**src/pkg/avt_pkg.sv**
```systemverilog
package avt_pkg;
	// ==========================================
	// timing
	localparam int unsigned CLK_HZ        = 200_000_000; // clk_sys rate
	localparam int unsigned KEY_HOLD_MS   = 5000;        // key hold time
	localparam int unsigned HOLD_DELAY_MS = 100;         // full power time
	localparam int unsigned WDOG_MS       = 1000;        // command watchdog
	localparam int unsigned TEACH_TMO_MS  = 10000;       // travel timeout
	// cycle counts (per-ms count rounds down, all exact here)
	localparam longint KEY_HOLD_CYC  = (longint'(CLK_HZ) / 1000) * KEY_HOLD_MS;
	localparam longint HOLD_CYC      = (longint'(CLK_HZ) / 1000) * HOLD_DELAY_MS;
	localparam longint WDOG_CYC      = (longint'(CLK_HZ) / 1000) * WDOG_MS;
	localparam longint TEACH_TMO_CYC = (longint'(CLK_HZ) / 1000) * TEACH_TMO_MS;
	localparam int unsigned BLINK_CYC   = 20_000_000; // 0.1 s half period
	localparam int unsigned FLICKER_CYC = 2_000_000;  // 10 ms half period
	// ==========================================
	// data bit positions
	localparam int TOP_REACHED_POS    = 3; // input data
	localparam int BOTTOM_REACHED_POS = 2; // input data
	localparam int PILOT_CMD_POS      = 0; // output data
	localparam int TEACH_CTRL_POS     = 0; // parameter
	// reset values
	localparam logic [3:0] PARAM_RST  = 4'hf; // teach stop
	localparam logic [3:0] OUTDAT_RST = 4'h0;
	// identification, values arbitrary
	localparam logic [3:0] IO_CFG_DEF  = 4'h1;
	localparam logic [3:0] ID_CODE_DEF = 4'h2;
	localparam logic [3:0] EXT_ID1_DEF = 4'h3;
	localparam logic [3:0] EXT_ID2_DEF = 4'h4;
	// ==========================================
	typedef struct packed {
		logic [3:0] io_cfg;
		logic [3:0] id_code;
		logic [3:0] ext_id1;
		logic [3:0] ext_id2;
	} avt_ident_t;
	typedef struct packed {
		logic teach_busy;
		logic status_led;
		logic valve_led;
		logic teach_fail;
	} avt_status_t;
endpackage : avt_pkg

```
**src/hdl/avt_sync.sv**
```systemverilog
`timescale 1ns/1ps
// ==========================================
// two-flop synchroniser for pin levels
module avt_sync #(
	parameter int W = 1
) (
	input  wire logic         clk_sys,
	input  wire logic         rst,
	input  wire logic [W-1:0] din,
	output logic      [W-1:0] dout
);
	logic [W-1:0] meta_q; // first stage, read only by dout
	// two stages, first never fans out
	always_ff @(posedge clk_sys or posedge rst) begin
		if (rst) begin
			meta_q <= '0;
			dout   <= '0;
		end else begin
			meta_q <= din;
			dout   <= meta_q;
		end
	end
endmodule : avt_sync

```
**src/hdl/avt_valve_slave.sv**
```systemverilog
`timescale 1ns/1ps
// ==========================================
// valve slave application logic
// Notes on behaviour
// - input bit3 top, bit2 bottom reached
// - output bit0 energizes pilot valve
// - parameter bit0 0 starts, 1 stops
// - teach start accepted from bus
// - key held five seconds starts teach
// - bottom, valve on, top, valve off
// - bus valve commands ignored while teaching
// - reduced power after 100 ms, watchdog
// - fixed identification codes
// - status LED flashes teaching, flickers missing
// - valve LED lit when energized
module avt_valve_slave
#(
	parameter longint KEY_CYC  = avt_pkg::KEY_HOLD_CYC,
	parameter longint PWR_CYC  = avt_pkg::HOLD_CYC,
	parameter longint DOG_CYC  = avt_pkg::WDOG_CYC,
	parameter longint TMO_CYC  = avt_pkg::TEACH_TMO_CYC,
	parameter int     BLK_CYC  = avt_pkg::BLINK_CYC,
	parameter int     FLK_CYC  = avt_pkg::FLICKER_CYC
) (
	input  wire logic            clk_sys,
	input  wire logic            rst,
	input  wire logic [3:0]      out_data,      // master output data
	input  wire logic            out_strobe,    // out_data valid pulse
	input  wire logic [3:0]      param_data,    // master parameter
	input  wire logic            param_strobe,  // param valid pulse
	input  wire logic            top_pin,       // limit switch top
	input  wire logic            bot_pin,       // limit switch bottom
	input  wire logic            key_pin,       // local teach key
	input  wire logic            target_pin,    // target element present
	output logic      [3:0]      in_data,       // to master
	output avt_pkg::avt_ident_t  ident,         // identification codes
	output logic                 valve_output,  // pilot valve drive
	output logic                 valve_reduced, // holding power
	output logic                 wdog_trip,     // watchdog expired
	output avt_pkg::avt_status_t status,        // status flags
	output logic                 top_stored,    // taught top valid
	output logic                 bot_stored     // taught bottom valid
);
	import avt_pkg::*;
	typedef enum logic [2:0] {
		ST_IDLE, ST_CAP_BOT, ST_RISE, ST_CAP_TOP, ST_FALL
	} avt_state_t;
	avt_state_t  st_q;
	logic        top_s, bot_s, key_s, tgt_s; // synced pins
	logic        valve_cmd_q;     // bus command after gating
	logic        drive_d;         // wanted valve level
	logic [39:0] key_cnt_q;       // key hold counter
	logic [39:0] pwr_cnt_q;       // energized time
	logic [39:0] dog_cnt_q;       // time since last out_strobe
	logic [39:0] tmo_cnt_q;       // travel timeout
	logic [31:0] blk_cnt_q;       // led timebase
	logic        blk_q, flk_q;
	logic        bus_start, bus_stop, key_start;
	logic        bot_tmp_q;       // bottom captured this run
	logic        busy_q, sled_q;  // teach busy, status led
	logic        vled_q, fail_q;  // valve led, teach fault
	// status fields come straight from these flops, one writer each
	assign status = {busy_q, sled_q, vled_q, fail_q};
	// ==========================================
	// pin synchronisation
	avt_sync #(.W(4)) u_sync (
		.clk_sys (clk_sys),
		.rst     (rst),
		.din     ({top_pin, bot_pin, key_pin, target_pin}),
		.dout    ({top_s, bot_s, key_s, tgt_s})
	);
	// teach triggers; stop is ignored while idle, so a key start in the same cycle still wins
	assign bus_start = param_strobe && !param_data[TEACH_CTRL_POS];
	assign bus_stop  = param_strobe && param_data[TEACH_CTRL_POS];
	assign key_start = key_s && (key_cnt_q == KEY_CYC[39:0] - 40'h1);
	// ==========================================
	// key hold timer, released key restarts
	always_ff @(posedge clk_sys or posedge rst) begin
		if (rst) begin
			key_cnt_q <= 40'h0;
		end else if (!key_s) begin
			key_cnt_q <= 40'h0; // short press lost
		end else if (key_cnt_q < KEY_CYC[39:0]) begin
			key_cnt_q <= key_cnt_q + 40'h1;
		end
	end
	// ==========================================
	// teach sequencer
	always_ff @(posedge clk_sys or posedge rst) begin
		if (rst) begin
			st_q       <= ST_IDLE;
			tmo_cnt_q  <= 40'h0;
			bot_tmp_q  <= 1'b0;
			top_stored <= 1'b0;
			bot_stored <= 1'b0;
			fail_q     <= 1'b0;
		end else begin
			tmo_cnt_q <= (st_q == ST_RISE || st_q == ST_FALL) ?
				tmo_cnt_q + 40'h1 : 40'h0;
			if (bus_stop && st_q != ST_IDLE) begin
				st_q <= ST_IDLE; // abort, stored kept
			end else begin
				case (st_q)
					ST_IDLE: begin
						if (bus_start || key_start) begin
							st_q   <= ST_CAP_BOT;
							fail_q <= 1'b0;
						end
					end
					ST_CAP_BOT: begin
						bot_tmp_q <= bot_s;
						st_q      <= ST_RISE;
					end
					ST_RISE: begin // valve on, wait top
						if (top_s) begin
							st_q <= ST_CAP_TOP;
						end else if (tmo_cnt_q >= TMO_CYC[39:0]) begin
							st_q <= ST_IDLE;
							fail_q <= 1'b1; // travel timed out
						end
					end
					ST_CAP_TOP: begin // commit both
						top_stored <= 1'b1;
						bot_stored <= bot_tmp_q;
						st_q       <= ST_FALL;
					end
					ST_FALL: begin // valve off, return home
						if (bot_s || tmo_cnt_q >= TMO_CYC[39:0]) begin
							st_q <= ST_IDLE;
						end
					end
					default: st_q <= ST_IDLE;
				endcase
			end
		end
	end
	// ==========================================
	// bus valve command, frozen during teach except for a watchdog trip
	always_ff @(posedge clk_sys or posedge rst) begin
		if (rst) begin
			valve_cmd_q <= OUTDAT_RST[PILOT_CMD_POS];
		end else if (out_strobe && st_q == ST_IDLE) begin
			// fresh traffic outranks the trip: a returning master
			// must not lose its first command
			valve_cmd_q <= out_data[PILOT_CMD_POS]; // bit1 ignored
		end else if (wdog_trip) begin
			valve_cmd_q <= 1'b0; // lost master drops the valve
		end
	end
	always_comb begin
		drive_d = valve_cmd_q;
		if (st_q == ST_RISE || st_q == ST_CAP_TOP) begin
			drive_d = 1'b1;
		end else if (st_q != ST_IDLE) begin
			drive_d = 1'b0;
		end
		if (bus_stop && st_q != ST_IDLE) begin
			drive_d = 1'b0;
		end
	end
	// ==========================================
	// valve drive and power reduction
	always_ff @(posedge clk_sys or posedge rst) begin
		if (rst) begin
			valve_output  <= 1'b0;
			valve_reduced <= 1'b0;
			pwr_cnt_q     <= 40'h0;
			vled_q        <= 1'b0;
		end else begin
			valve_output <= drive_d;
			vled_q       <= drive_d;
			if (!drive_d) begin
				pwr_cnt_q     <= 40'h0;
				valve_reduced <= 1'b0;
			end else if (pwr_cnt_q < PWR_CYC[39:0]) begin
				pwr_cnt_q <= pwr_cnt_q + 40'h1;
			end else begin
				valve_reduced <= 1'b1;
			end
		end
	end
	// ==========================================
	// watchdog on out_strobe traffic
	always_ff @(posedge clk_sys or posedge rst) begin
		if (rst) begin
			dog_cnt_q <= 40'h0;
			wdog_trip <= 1'b0;
		end else if (out_strobe) begin
			dog_cnt_q <= 40'h0;
			wdog_trip <= 1'b0;
		end else if (dog_cnt_q < DOG_CYC[39:0]) begin
			dog_cnt_q <= dog_cnt_q + 40'h1;
		end else begin
			wdog_trip <= 1'b1;
		end
	end
	// ==========================================
	// input data, identification, leds
	always_ff @(posedge clk_sys or posedge rst) begin
		if (rst) begin
			in_data <= 4'h0;
			ident   <= '0;
			busy_q  <= 1'b0;
			sled_q  <= 1'b0;
		end else begin
			in_data <= 4'h0; // unused bits zero
			in_data[TOP_REACHED_POS]    <= top_s;
			in_data[BOTTOM_REACHED_POS] <= bot_s;
			ident <= '{IO_CFG_DEF, ID_CODE_DEF, EXT_ID1_DEF,
				EXT_ID2_DEF};
			busy_q <= (st_q != ST_IDLE);
			if (!tgt_s) begin
				sled_q <= flk_q; // missing target wins
			end else if (st_q != ST_IDLE) begin
				sled_q <= blk_q;
			end else begin
				sled_q <= 1'b0;
			end
		end
	end
	// blink and flicker timebase
	always_ff @(posedge clk_sys or posedge rst) begin
		if (rst) begin
			blk_cnt_q <= 32'h0;
			blk_q     <= 1'b0;
			flk_q     <= 1'b0;
		end else begin
			blk_cnt_q <= (blk_cnt_q >= 32'(BLK_CYC - 1)) ? 32'h0
				: blk_cnt_q + 32'h1;
			if (blk_cnt_q >= 32'(BLK_CYC - 1)) begin
				blk_q <= !blk_q;
			end
			if ((blk_cnt_q % 32'(FLK_CYC)) == 32'h0) begin
				flk_q <= !flk_q;
			end
		end
	end
	// ==========================================
	// checks
	chk_teach_freeze: assert property (@(posedge clk_sys) disable iff (rst)
		(st_q != ST_IDLE) |=> $stable(valve_cmd_q) || $past(wdog_trip))
		else $error("bus command changed during teach");
	chk_rise_drive: assert property (@(posedge clk_sys) disable iff (rst)
		(st_q == ST_RISE && !bus_stop) |=> valve_output)
		else $error("valve not energized while rising");
	chk_stop_abort: assert property (@(posedge clk_sys) disable iff (rst)
		(bus_stop && st_q != ST_IDLE) |=> st_q == ST_IDLE && !valve_output
		&& $stable(top_stored))
		else $error("stop did not abort teach");
	chk_top_report: assert property (@(posedge clk_sys) disable iff (rst)
		##1 in_data[TOP_REACHED_POS] == $past(top_s))
		else $error("top bit mismatch");
	chk_unused_zero: assert property (@(posedge clk_sys) disable iff (rst)
		in_data[1:0] == 2'h0)
		else $error("unused input bits set");
	chk_valve_led: assert property (@(posedge clk_sys) disable iff (rst)
		status.valve_led == valve_output)
		else $error("valve led mismatch");
	chk_reduce_time: assert property (@(posedge clk_sys) disable iff (rst)
		$rose(valve_reduced) |-> pwr_cnt_q == PWR_CYC[39:0])
		else $error("reduction at wrong time");
	chk_short_key: assert property (@(posedge clk_sys) disable iff (rst)
		!key_s |=> key_cnt_q == 40'h0)
		else $error("key release kept hold time");
	chk_bus_start: assert property (@(posedge clk_sys) disable iff (rst)
		(st_q == ST_IDLE && bus_start) |=> st_q == ST_CAP_BOT)
		else $error("bus start not taken");
endmodule : avt_valve_slave

```
**config.mk**
```make
export PLATFORM = sky130hd
export DESIGN_NAME = avt_valve_slave
export DESIGN_NICKNAME = d
export VERILOG_FILES = /design/src/pkg/avt_pkg.sv /design/src/hdl/avt_sync.sv /design/src/hdl/avt_valve_slave.sv
export SDC_FILE = /design/constraint.sdc
export NUM_CORES = 1
export LEC_CHECK = 0
export ABC_AREA = 1
export BUFFER_PORTS_ARGS = -buffer_cell sky130_fd_sc_hd__buf_2
export CORE_MARGIN = 10
export CORE_UTILIZATION = 40
export CTS_BUF_LIST = sky130_fd_sc_hd__clkbuf_8
export CTS_CLUSTER_SIZE = 16
export DETAILED_ROUTE_END_ITERATION = 8
export GPL_TIMING_DRIVEN = 1
export PLACE_DENSITY_LB_ADDON = 0.1
export SYNTH_ARGS = -nofsm -noshare
export SYNTH_HDL_FRONTEND = slang
export SYNTH_HIERARCHICAL = 1
export SYNTH_SLANG_ARGS = --single-unit
```
**constraint.sdc**
```tcl
create_clock -name clk_sys -period 25.9 [get_ports clk_sys]
set_clock_uncertainty 0.2 [all_clocks]
set_input_delay 1.295 -clock clk_sys [delete_from_list [all_inputs] [get_ports clk_sys]]
set_output_delay 1.295 -clock clk_sys [all_outputs]
set_load 0.1 [all_outputs]
```
# --- Word-level counts from Yosys, hierarchy flattened ---
# Cells that the tools add are included.
totals:
  output_inout_bits: 29
  reg_bits: 219
classes:
  n_div: 1
  n_lt_le_gt_ge: 5
  n_bitwise: 1
  n_reduce_logical: 22
  n_eq_ne: 15
  addsub: 5
  n_mux: 29
op_table:
  columns: ["op", "n"]
  rows:
  - ["2-to-1 mux 40 bit", 7]
  - ["adder 40 x 1 -> 40 bit, second input constant", 4]
  - ["== test 40 x 30 -> 1 bit, second input constant", 1]
  - [">= comparator 40 x 31 -> 1 bit, second input constant", 1]
  - ["less-than comparator 40 x 25 -> 1 bit, second input constant", 1]
  - ["less-than comparator 40 x 28 -> 1 bit, second input constant", 1]
  - ["less-than comparator 40 x 30 -> 1 bit, second input constant", 1]
  - ["adder 32 x 1 -> 32 bit, second input constant", 1]
  - [">= comparator 32 x 25 -> 1 bit, second input constant", 1]
  - ["zero test 32 bit", 1]
  - ["remainder unit 32 x 21 -> 32 bit, second input constant", 1]
  - ["2-to-1 mux 32 bit", 1]
  - ["2-to-1 mux 3 bit", 5]
  - ["one-hot mux 3 bit (5 select lines)", 1]
  - ["2-to-1 mux 1 bit", 14]
  - ["!= test 2 bit, second input constant", 5]
  - ["== test 3 x 2 -> 1 bit, second input constant", 2]
  - ["nonzero test 2 bit", 3]
  - ["logical AND 1 bit", 5]
  - ["AND reduction 5 bit", 1]
  - ["logical OR 1 bit", 4]
  - ["!= test 2 x 1 -> 1 bit, second input constant", 2]
  - ["!= test 4 x 1 -> 1 bit, second input constant", 1]
  - ["AND reduction 2 bit", 2]
  - ["10 further kinds", 12]

# --- Depth between registers and ports, before layout ---
# Gate-level depths: netlist of the first run.
logic_depth:
  ltp_word: 6
  depth_mapped: 111

# --- By module ---
# The synthesis of the first run kept the hierarchy.
modules_own_cells:
  columns: ["mod", "area_each_um2", "n_inst", "cells_each"]
  rows:
  - ["avt_valve_slave", 17355.4, 1, 2577]
  - ["avt_sync", 203.9, 1, 9]

# --- Worst setup path after synthesis of the first run ---
# OpenSTA, ideal clock, no wires.
synth_timing:
  path_kind: "reg-to-reg"
  from: "register blk_cnt_q[18]"
  to: "register flk_q"
  setup_ps: 117
  path_stages_with_launch: 98
  t_required_ps: 25583
  path_slack_ps: 15429
  n_path_buf: 11
  t_arrival_ps: 10154
  path_cell_list: "dfrtp_1 nor2_2 nand2_2 nand2_2 nand2_2 nand4_4 buf_8 nor2_1 nor2_1 nand2_2 nor2_4 nand2_4 nand3_2 nand3_4 buf_6 nand2_2 nand2_1 nor2_2 [... 62 more ...] nand2_4 nand3_4 nand2_8 nand2_2 nand2_2 inv_2 nand2_2 nor2_8 nand2_4 nand2_4 nand2_4 buf_8 a21oi_1 o21ai_1 nor2_2 nand3_1 nand2_1 nand2_1"
synth_via:
  elab_chain_len: 2
synth_rtl:
  columns: ["element", "line_no", "source"]
  rows:
  - ["start, declared", "avt_valve_slave.sv:56", "logic [31:0] blk_cnt_q;"]
  - ["start signal, assigned", "avt_valve_slave.sv:228", "blk_cnt_q <= (blk_cnt_q >= 32'(BLK_CYC - 1)) ? 32'h0"]
  - ["remainder unit 32 x 21 -> 32 bit", "avt_valve_slave.sv:233", "if ((blk_cnt_q % 32'(FLK_CYC)) == 32'h0) begin"]
  - ["zero test 32 bit", "avt_valve_slave.sv:233", null]
  - ["end signal, assigned", "avt_valve_slave.sv:234", "flk_q <= !flk_q;"]
  - ["end, declared", "avt_valve_slave.sv:57", "logic blk_q, flk_q;"]
# Every way passes these cells.
# A chain may end at the register's enable or synchronous reset.

# --- Final worst setup path of the first run ---
# Same ends and word-level chain as after synthesis.

==> results of run 1 <==
kinds of logic after synthesis:
| group | count (synthesis) |
|---|---|
| AOI/OAI and AO/OA | 278 |
| muxes | 1 |
| DFF | 218 |
| buffers and inverters | 471 |
| adders and majority gates | 7 |
| xor gates and xnor gates | 56 |
| other | 2 |
| and+or+nand+nor | 1553 |
layout make-up:
| cell class | instances | area share |
|---|---|---|
| multi-input combinational | 1916 | 0.538 |
| timing repair buffer | 29 | 0.00829 |
| sequential | 218 | 0.291 |
| clock buffer | 49 | 0.0360 |
| tap | 585 | 0.0391 |
| clock inverter | 15 | 0.00334 |
| inverter | 409 | 0.0840 |
per-stage QoR:
step,utilization,setup WS [ps],cells,instance area [um^2],hold WS [ps]
2_1_floorplan,-,15430,2605,17600,131
3_3_place_gp,0.416,12620,3157,18000,133
3_5_place_dp,0.416,12460,3157,18000,136
4_1_cts,0.433,12430,3221,18700,150
5_1_grt,0.433,10830,3221,18700,153
6_report,0.433,12530,3221,18700,149
registers in the layout, indices dropped and copies added, names as in the netlist:
name           count
dog_cnt_q         40
key_cnt_q         40
pwr_cnt_q         40
tmo_cnt_q         40
blk_cnt_q         32
u_sync/dout        4
u_sync/meta_q      4
st_q               3
in_data            2
blk_q              1
bot_stored         1
bot_tmp_q          1
busy_q             1
fail_q             1
flk_q              1
ident              1
sled_q             1
top_stored         1
valve_cmd_q        1
valve_reduced      1
vled_q             1
wdog_trip          1
routing by layer:
layer | vias up | global-route usage | share of wire
li1 | 8287 | - | -
met1 | 6995 | 0.193 | 0.51
met2 | 143 | 0.233 | 0.45
met3 | 50 | 0.0174 | 0.028
met4 | 0 | 0.0391 | 0.016
met5 | - | 0 | 0
worst max-delay path: cells and delay by family (launching register included):
kind	cells	cell delay, ps
flops	1	450
buf+inv	9	1050
simple gates	75	10550
compound gates	4	930
final timing paths:
check,start,end,slack [ps],cells past startpoint
max,blk_cnt_q[18]$_DFF_PP0_,flk_q$_DFFE_PP0N_,12530,88
max reg2reg,blk_cnt_q[18]$_DFF_PP0_,flk_q$_DFFE_PP0N_,12530,88
min,u_sync/meta_q[3]$_DFF_PP0_,u_sync/dout[3]$_DFF_PP0_,150,0
min in group asynchronous,rst,u_sync/dout[3]$_DFF_PP0_,540,2
max in group asynchronous,rst,key_cnt_q[25]$_DFFE_PP0P_,23230,3
min reg2reg,u_sync/meta_q[3]$_DFF_PP0_,u_sync/dout[3]$_DFF_PP0_,150,0
layout by cell type (no fill, tap or decap), types with 33 or more instances in the layout:
| master | n |
|---|---|
| inv_1 | 381 |
| nand4_1 | 55 |
| nor3_1 | 74 |
| nand2_2 | 162 |
| o21ai_0 | 93 |
| clkbuf_8 | 49 |
| nand3_1 | 223 |
| nand2_1 | 584 |
| nand2_4 | 53 |
| xor2_1 | 48 |
| nor2_2 | 33 |
| dfrtp_1 | 218 |
| a21oi_1 | 114 |
| nor2_1 | 276 |
==> impl_metrics.env, run 1 <==
export IMPL_cts_hold_buf=0
export IMPL_cts_clk_slew_worst_paths_ps=60
export IMPL_cp_end_kind="register"
export IMPL_drive_gt1_frac=0.165
export IMPL_worstPathMaxFanout=21
export IMPL_finalHoldViolations=0
export IMPL_fin_crit_sh=0.516
export IMPL_synth_top_family_by_area="simple AND/OR/NAND/NOR gates"
export IMPL_root_buffer="clkbuf_8"
export IMPL_min_path_type="register to register"
export IMPL_clock_sinks=218
export IMPL_yosys_area_share_simple=0.444
export IMPL_area_growth_pct=6.60
export IMPL_worst_slew_pin_slew_ps=972
export IMPL_post_drt_wl_per_cell_um=11.6
export IMPL_synth_top_area_cell="dfrtp_1"
export IMPL_cts_resized_gates=0
export IMPL_hpwl_um=28400
export IMPL_synth_compound_area_frac=0.0916
export IMPL_post_cts_buffers=0
export IMPL_synthTopCellsByCount="nand2_1, inv_1, nor2_1"
export IMPL_remaining_drc_errors=0
export IMPL_die_w_um=230
export IMPL_slowest_delay_ps=460
export IMPL_clk_latency_ps=550
export IMPL_fin_setup_tns_ps=0
export IMPL_yosysWarningCount=6
export IMPL_synth_xor_area_frac=0.0279
export IMPL_routabilityCongestion=0.827
export IMPL_status="complete, no violations"
export IMPL_synth_edff_count=0
export IMPL_seq_area_frac_synth=0.311
export IMPL_fin_nets=2634
export IMPL_antenna_cells=0
export IMPL_htreeDepth=2
export IMPL_synthesis_area_um2=17600
export IMPL_crit_path_top_delay_cell="nor2_2"
export IMPL_die_h_um=230
export IMPL_multi_input_comb_area_um2=10100
export IMPL_drt_iter0_drc=733
export IMPL_dr_pass1_iters=5
export IMPL_avgSynthCellArea_um2=6.79
export IMPL_synth_top_area_frac=0.311
export IMPL_slew_violations=0
export IMPL_synthTopCellsByArea="dfrtp_1, nand2_1, inv_1"
export IMPL_initial_core_util=0.406
export IMPL_postRouteAntennaNets=0
export IMPL_timing_fmax_ghz=0.0748
export IMPL_grt_pass1_vias=14752
export IMPL_vias_per_cell=4.80
export IMPL_timing_max_cap_violations=0
export IMPL_path_common_cell="nand2_1"
export IMPL_fillerInstances=4574
export IMPL_wl_um=37300
export IMPL_setup_viol=0
export IMPL_synthArstFlopShare=1.00
export IMPL_cp_required_ps=26130
export IMPL_worstSetupPathType="register to register"
export IMPL_vias=15475
export IMPL_cts_tree="built"
export IMPL_grt_max_degree=144
export IMPL_seqCellArea_um2=5460
export IMPL_cts_buffers=37
export IMPL_rows=76
export IMPL_ioPinCount=45
export IMPL_postSynthCellCount=2586
export IMPL_min_period_ps=13370
export IMPL_core_um2=43300
export IMPL_yosysUniqueCellTypes=67
export IMPL_synth_adder_area_share=0.00499
export IMPL_antenna_found_initial=0
export IMPL_max_slew_margin=0.352
export IMPL_die_area_um2=52700
export IMPL_grt_pass1_wl_um=66900
export IMPL_grt_setup_unrepaired="false"
export IMPL_yosys_mux_area_fraction=0.000641
export IMPL_io_buffer_count=25
export IMPL_grt_ovfl_total=0
export IMPL_synth_seq_cells=218
export IMPL_ys_flop_type="dfrtp_1"
export IMPL_yosysMostFrequentCell="nand2_1"
export IMPL_setup_worst_path_start_class="register"
export IMPL_worstPathArrival_ps=13600
export IMPL_grt_use_total=0.142
export IMPL_cts_max_path_buffers=3
Power of run 1 is not shown: default switching activity piles up to over one toggle a cycle in this logic, so the estimate is an artifact.
==> inputs of run 2 (changes only) <==
==> constraint.sdc (replaced) <==
create_clock -name clk_sys -period 13.38 [get_ports clk_sys]
set_clock_uncertainty 0.2 [all_clocks]
set_input_delay 0.669 -clock clk_sys [delete_from_list [all_inputs] [get_ports clk_sys]]
set_output_delay 0.669 -clock clk_sys [all_outputs]
set_load 0.1 [all_outputs]
==> run 2 against run 1 <==
Effect of this change: routed wire length increased by 2.3%; register-to-register slack got worse by 11000 ps; final cell count increased by 1.2%; utilization increased by 1.2 points; highest routed layer unchanged; global-route usage about the same; hold slack got worse by 100 ps; die area unchanged; non-clock buffer count increased by 36.
==> impl_metrics.env, run 2 (synthesis results as in run 1) <==
export IMPL_dr_pass1_iters=5
export IMPL_setup_viol=0
export IMPL_min_path_type="input port to register"
export IMPL_fin_nets=2675
export IMPL_reg2reg_depth=93
export IMPL_layout_commonest_cell="nand2_1"
export IMPL_htreeDepth=2
export IMPL_grt_use_total=0.142
export IMPL_post_drt_wl_per_cell_um=11.7
export IMPL_die_area_um2=52700
export IMPL_io_buffer_count=25
export IMPL_timing_max_cap_violations=0
export IMPL_initial_core_util=0.406
export IMPL_die_h_um=230
export IMPL_cp_top_family="simple AND/OR/NAND/NOR gates"
export IMPL_final_area_um2=19200
export IMPL_die_w_um=230
export IMPL_routabilityCongestion=0.835
export IMPL_wl_um=38100
export IMPL_cts_tree="built"
export IMPL_max_slew_margin=0.296
export IMPL_worstPathMaxFanout=17
export IMPL_critPathBufInv=10
export IMPL_ioPinCount=45
export IMPL_cts_max_path_buffers=3
export IMPL_grt_pass1_wl_um=66800
export IMPL_clk_latency_ps=540
export IMPL_hpwl_um=28600
export IMPL_root_buffer="clkbuf_8"
export IMPL_multi_input_comb_area_um2=10200
export IMPL_core_um2=43300
export IMPL_fillerInstances=4520
export IMPL_finalHoldViolations=0
export IMPL_fin_setup_tns_ps=0
export IMPL_area_growth_pct=9.48
export IMPL_fin_crit_sh=0.903
export IMPL_slowest_delay_ps=440
export IMPL_cp_required_ps=13600
export IMPL_postRouteAntennaNets=0
export IMPL_grt_max_degree=155
export IMPL_crit_path_top_delay_cell="dfrtp_1"
export IMPL_vias=15698
export IMPL_seqCellArea_um2=5460
export IMPL_worstPathArrival_ps=12300
export IMPL_drt_iter0_drc=722
export IMPL_antenna_found_initial=0
export IMPL_path_common_cell="nand2_2"
export IMPL_rows=76
export IMPL_grt_ovfl_total=0
export IMPL_min_period_ps=12080
export IMPL_clock_sinks=218
export IMPL_worst_slew_pin_slew_ps=1060
export IMPL_antenna_cells=0
export IMPL_vias_per_cell=4.81
export IMPL_drive_gt1_frac=0.179
export IMPL_slew_violations=0
export IMPL_final_cell_mix="nand2_1, inv_1, nor2_1"
export IMPL_cp_num_cells=93
export IMPL_status="complete, no violations"
export IMPL_remaining_drc_errors=0
export IMPL_hold_depth=1
export IMPL_cts_clk_slew_worst_paths_ps=60
export IMPL_cp_end_kind="register"
export IMPL_grt_pass1_vias=14872
export IMPL_cts_buffers=37
export IMPL_timing_fmax_ghz=0.0828
export IMPL_worstSetupPathType="register to register"
export IMPL_setup_worst_path_start_class="register"
export IMPL_dpl_cell_area_um2=18000
## run 2: routing by layer
layer	share of wire	vias up	global-route usage
met4	0.016	0	0.0364
met1	0.50	7126	0.192
li1	-	8358	-
met3	0.026	55	0.0184
met5	0	-	0
met2	0.46	159	0.234
## run 2: worst reg2reg max path, delay by kind of cell, from the launching register on
kind / cells / cell delay [ps]
flip-flops: 1 / 440
buffers and inverters: 10 / 1160
AND/OR/NAND/NOR: 81 / 9790
AO/OA/AOI/OAI: 2 / 390
## run 2: metrics by stage
stage / std cells / hold WS (ps) / setup WS, ps / util
floorplan: 2605 / 131 / 2910 / -
global placement: 3161 / 132 / 462 / 0.416
detailed placement: 3161 / 135 / 250 / 0.416
CTS: 3227 / 2.14 / 205 / 0.435
global route: 3261 / 14.2 / -21.0 / 0.444
finish: 3261 / 44.8 / 1300 / 0.444
## run 2: timing repair
| item | CTS | global route |
|---|---|---|
| hold endpoints to repair | 10 | 0 |
| resized for setup | 0 | 23 |
| setup endpoints to repair | 0 | 1 |
| buffers inserted | 0 | 29 |
| hold buffers | 3 | 0 |
## run 2: layout make-up
class | instances | area share
repair buffers | 65 | 0.0232
well taps | 585 | 0.0381
flip-flops and latches | 218 | 0.284
inverters | 409 | 0.0818
clock buffers | 45 | 0.0322
multi-input cells | 1921 | 0.533
clock inverters | 18 | 0.00814
## run 2: path summary, 6_finish.rpt
kind | from | to | slack, ps
setup / recovery | blk_cnt_q[19]$_DFF_PP0_ | flk_q$_DFFE_PP0N_ | 1300
min in group asynchronous | rst | u_sync/dout[3]$_DFF_PP0_ | 470
hold reg to reg | u_sync/meta_q[3]$_DFF_PP0_ | u_sync/dout[3]$_DFF_PP0_ | 140
max in group asynchronous | rst | dog_cnt_q[18]$_DFFE_PP0P_ | 10940
hold / removal | top_pin | u_sync/meta_q[3]$_DFF_PP0_ | 40
setup reg to reg | blk_cnt_q[19]$_DFF_PP0_ | flk_q$_DFFE_PP0N_ | 1300
Power of run 2 is left out for the same reason.
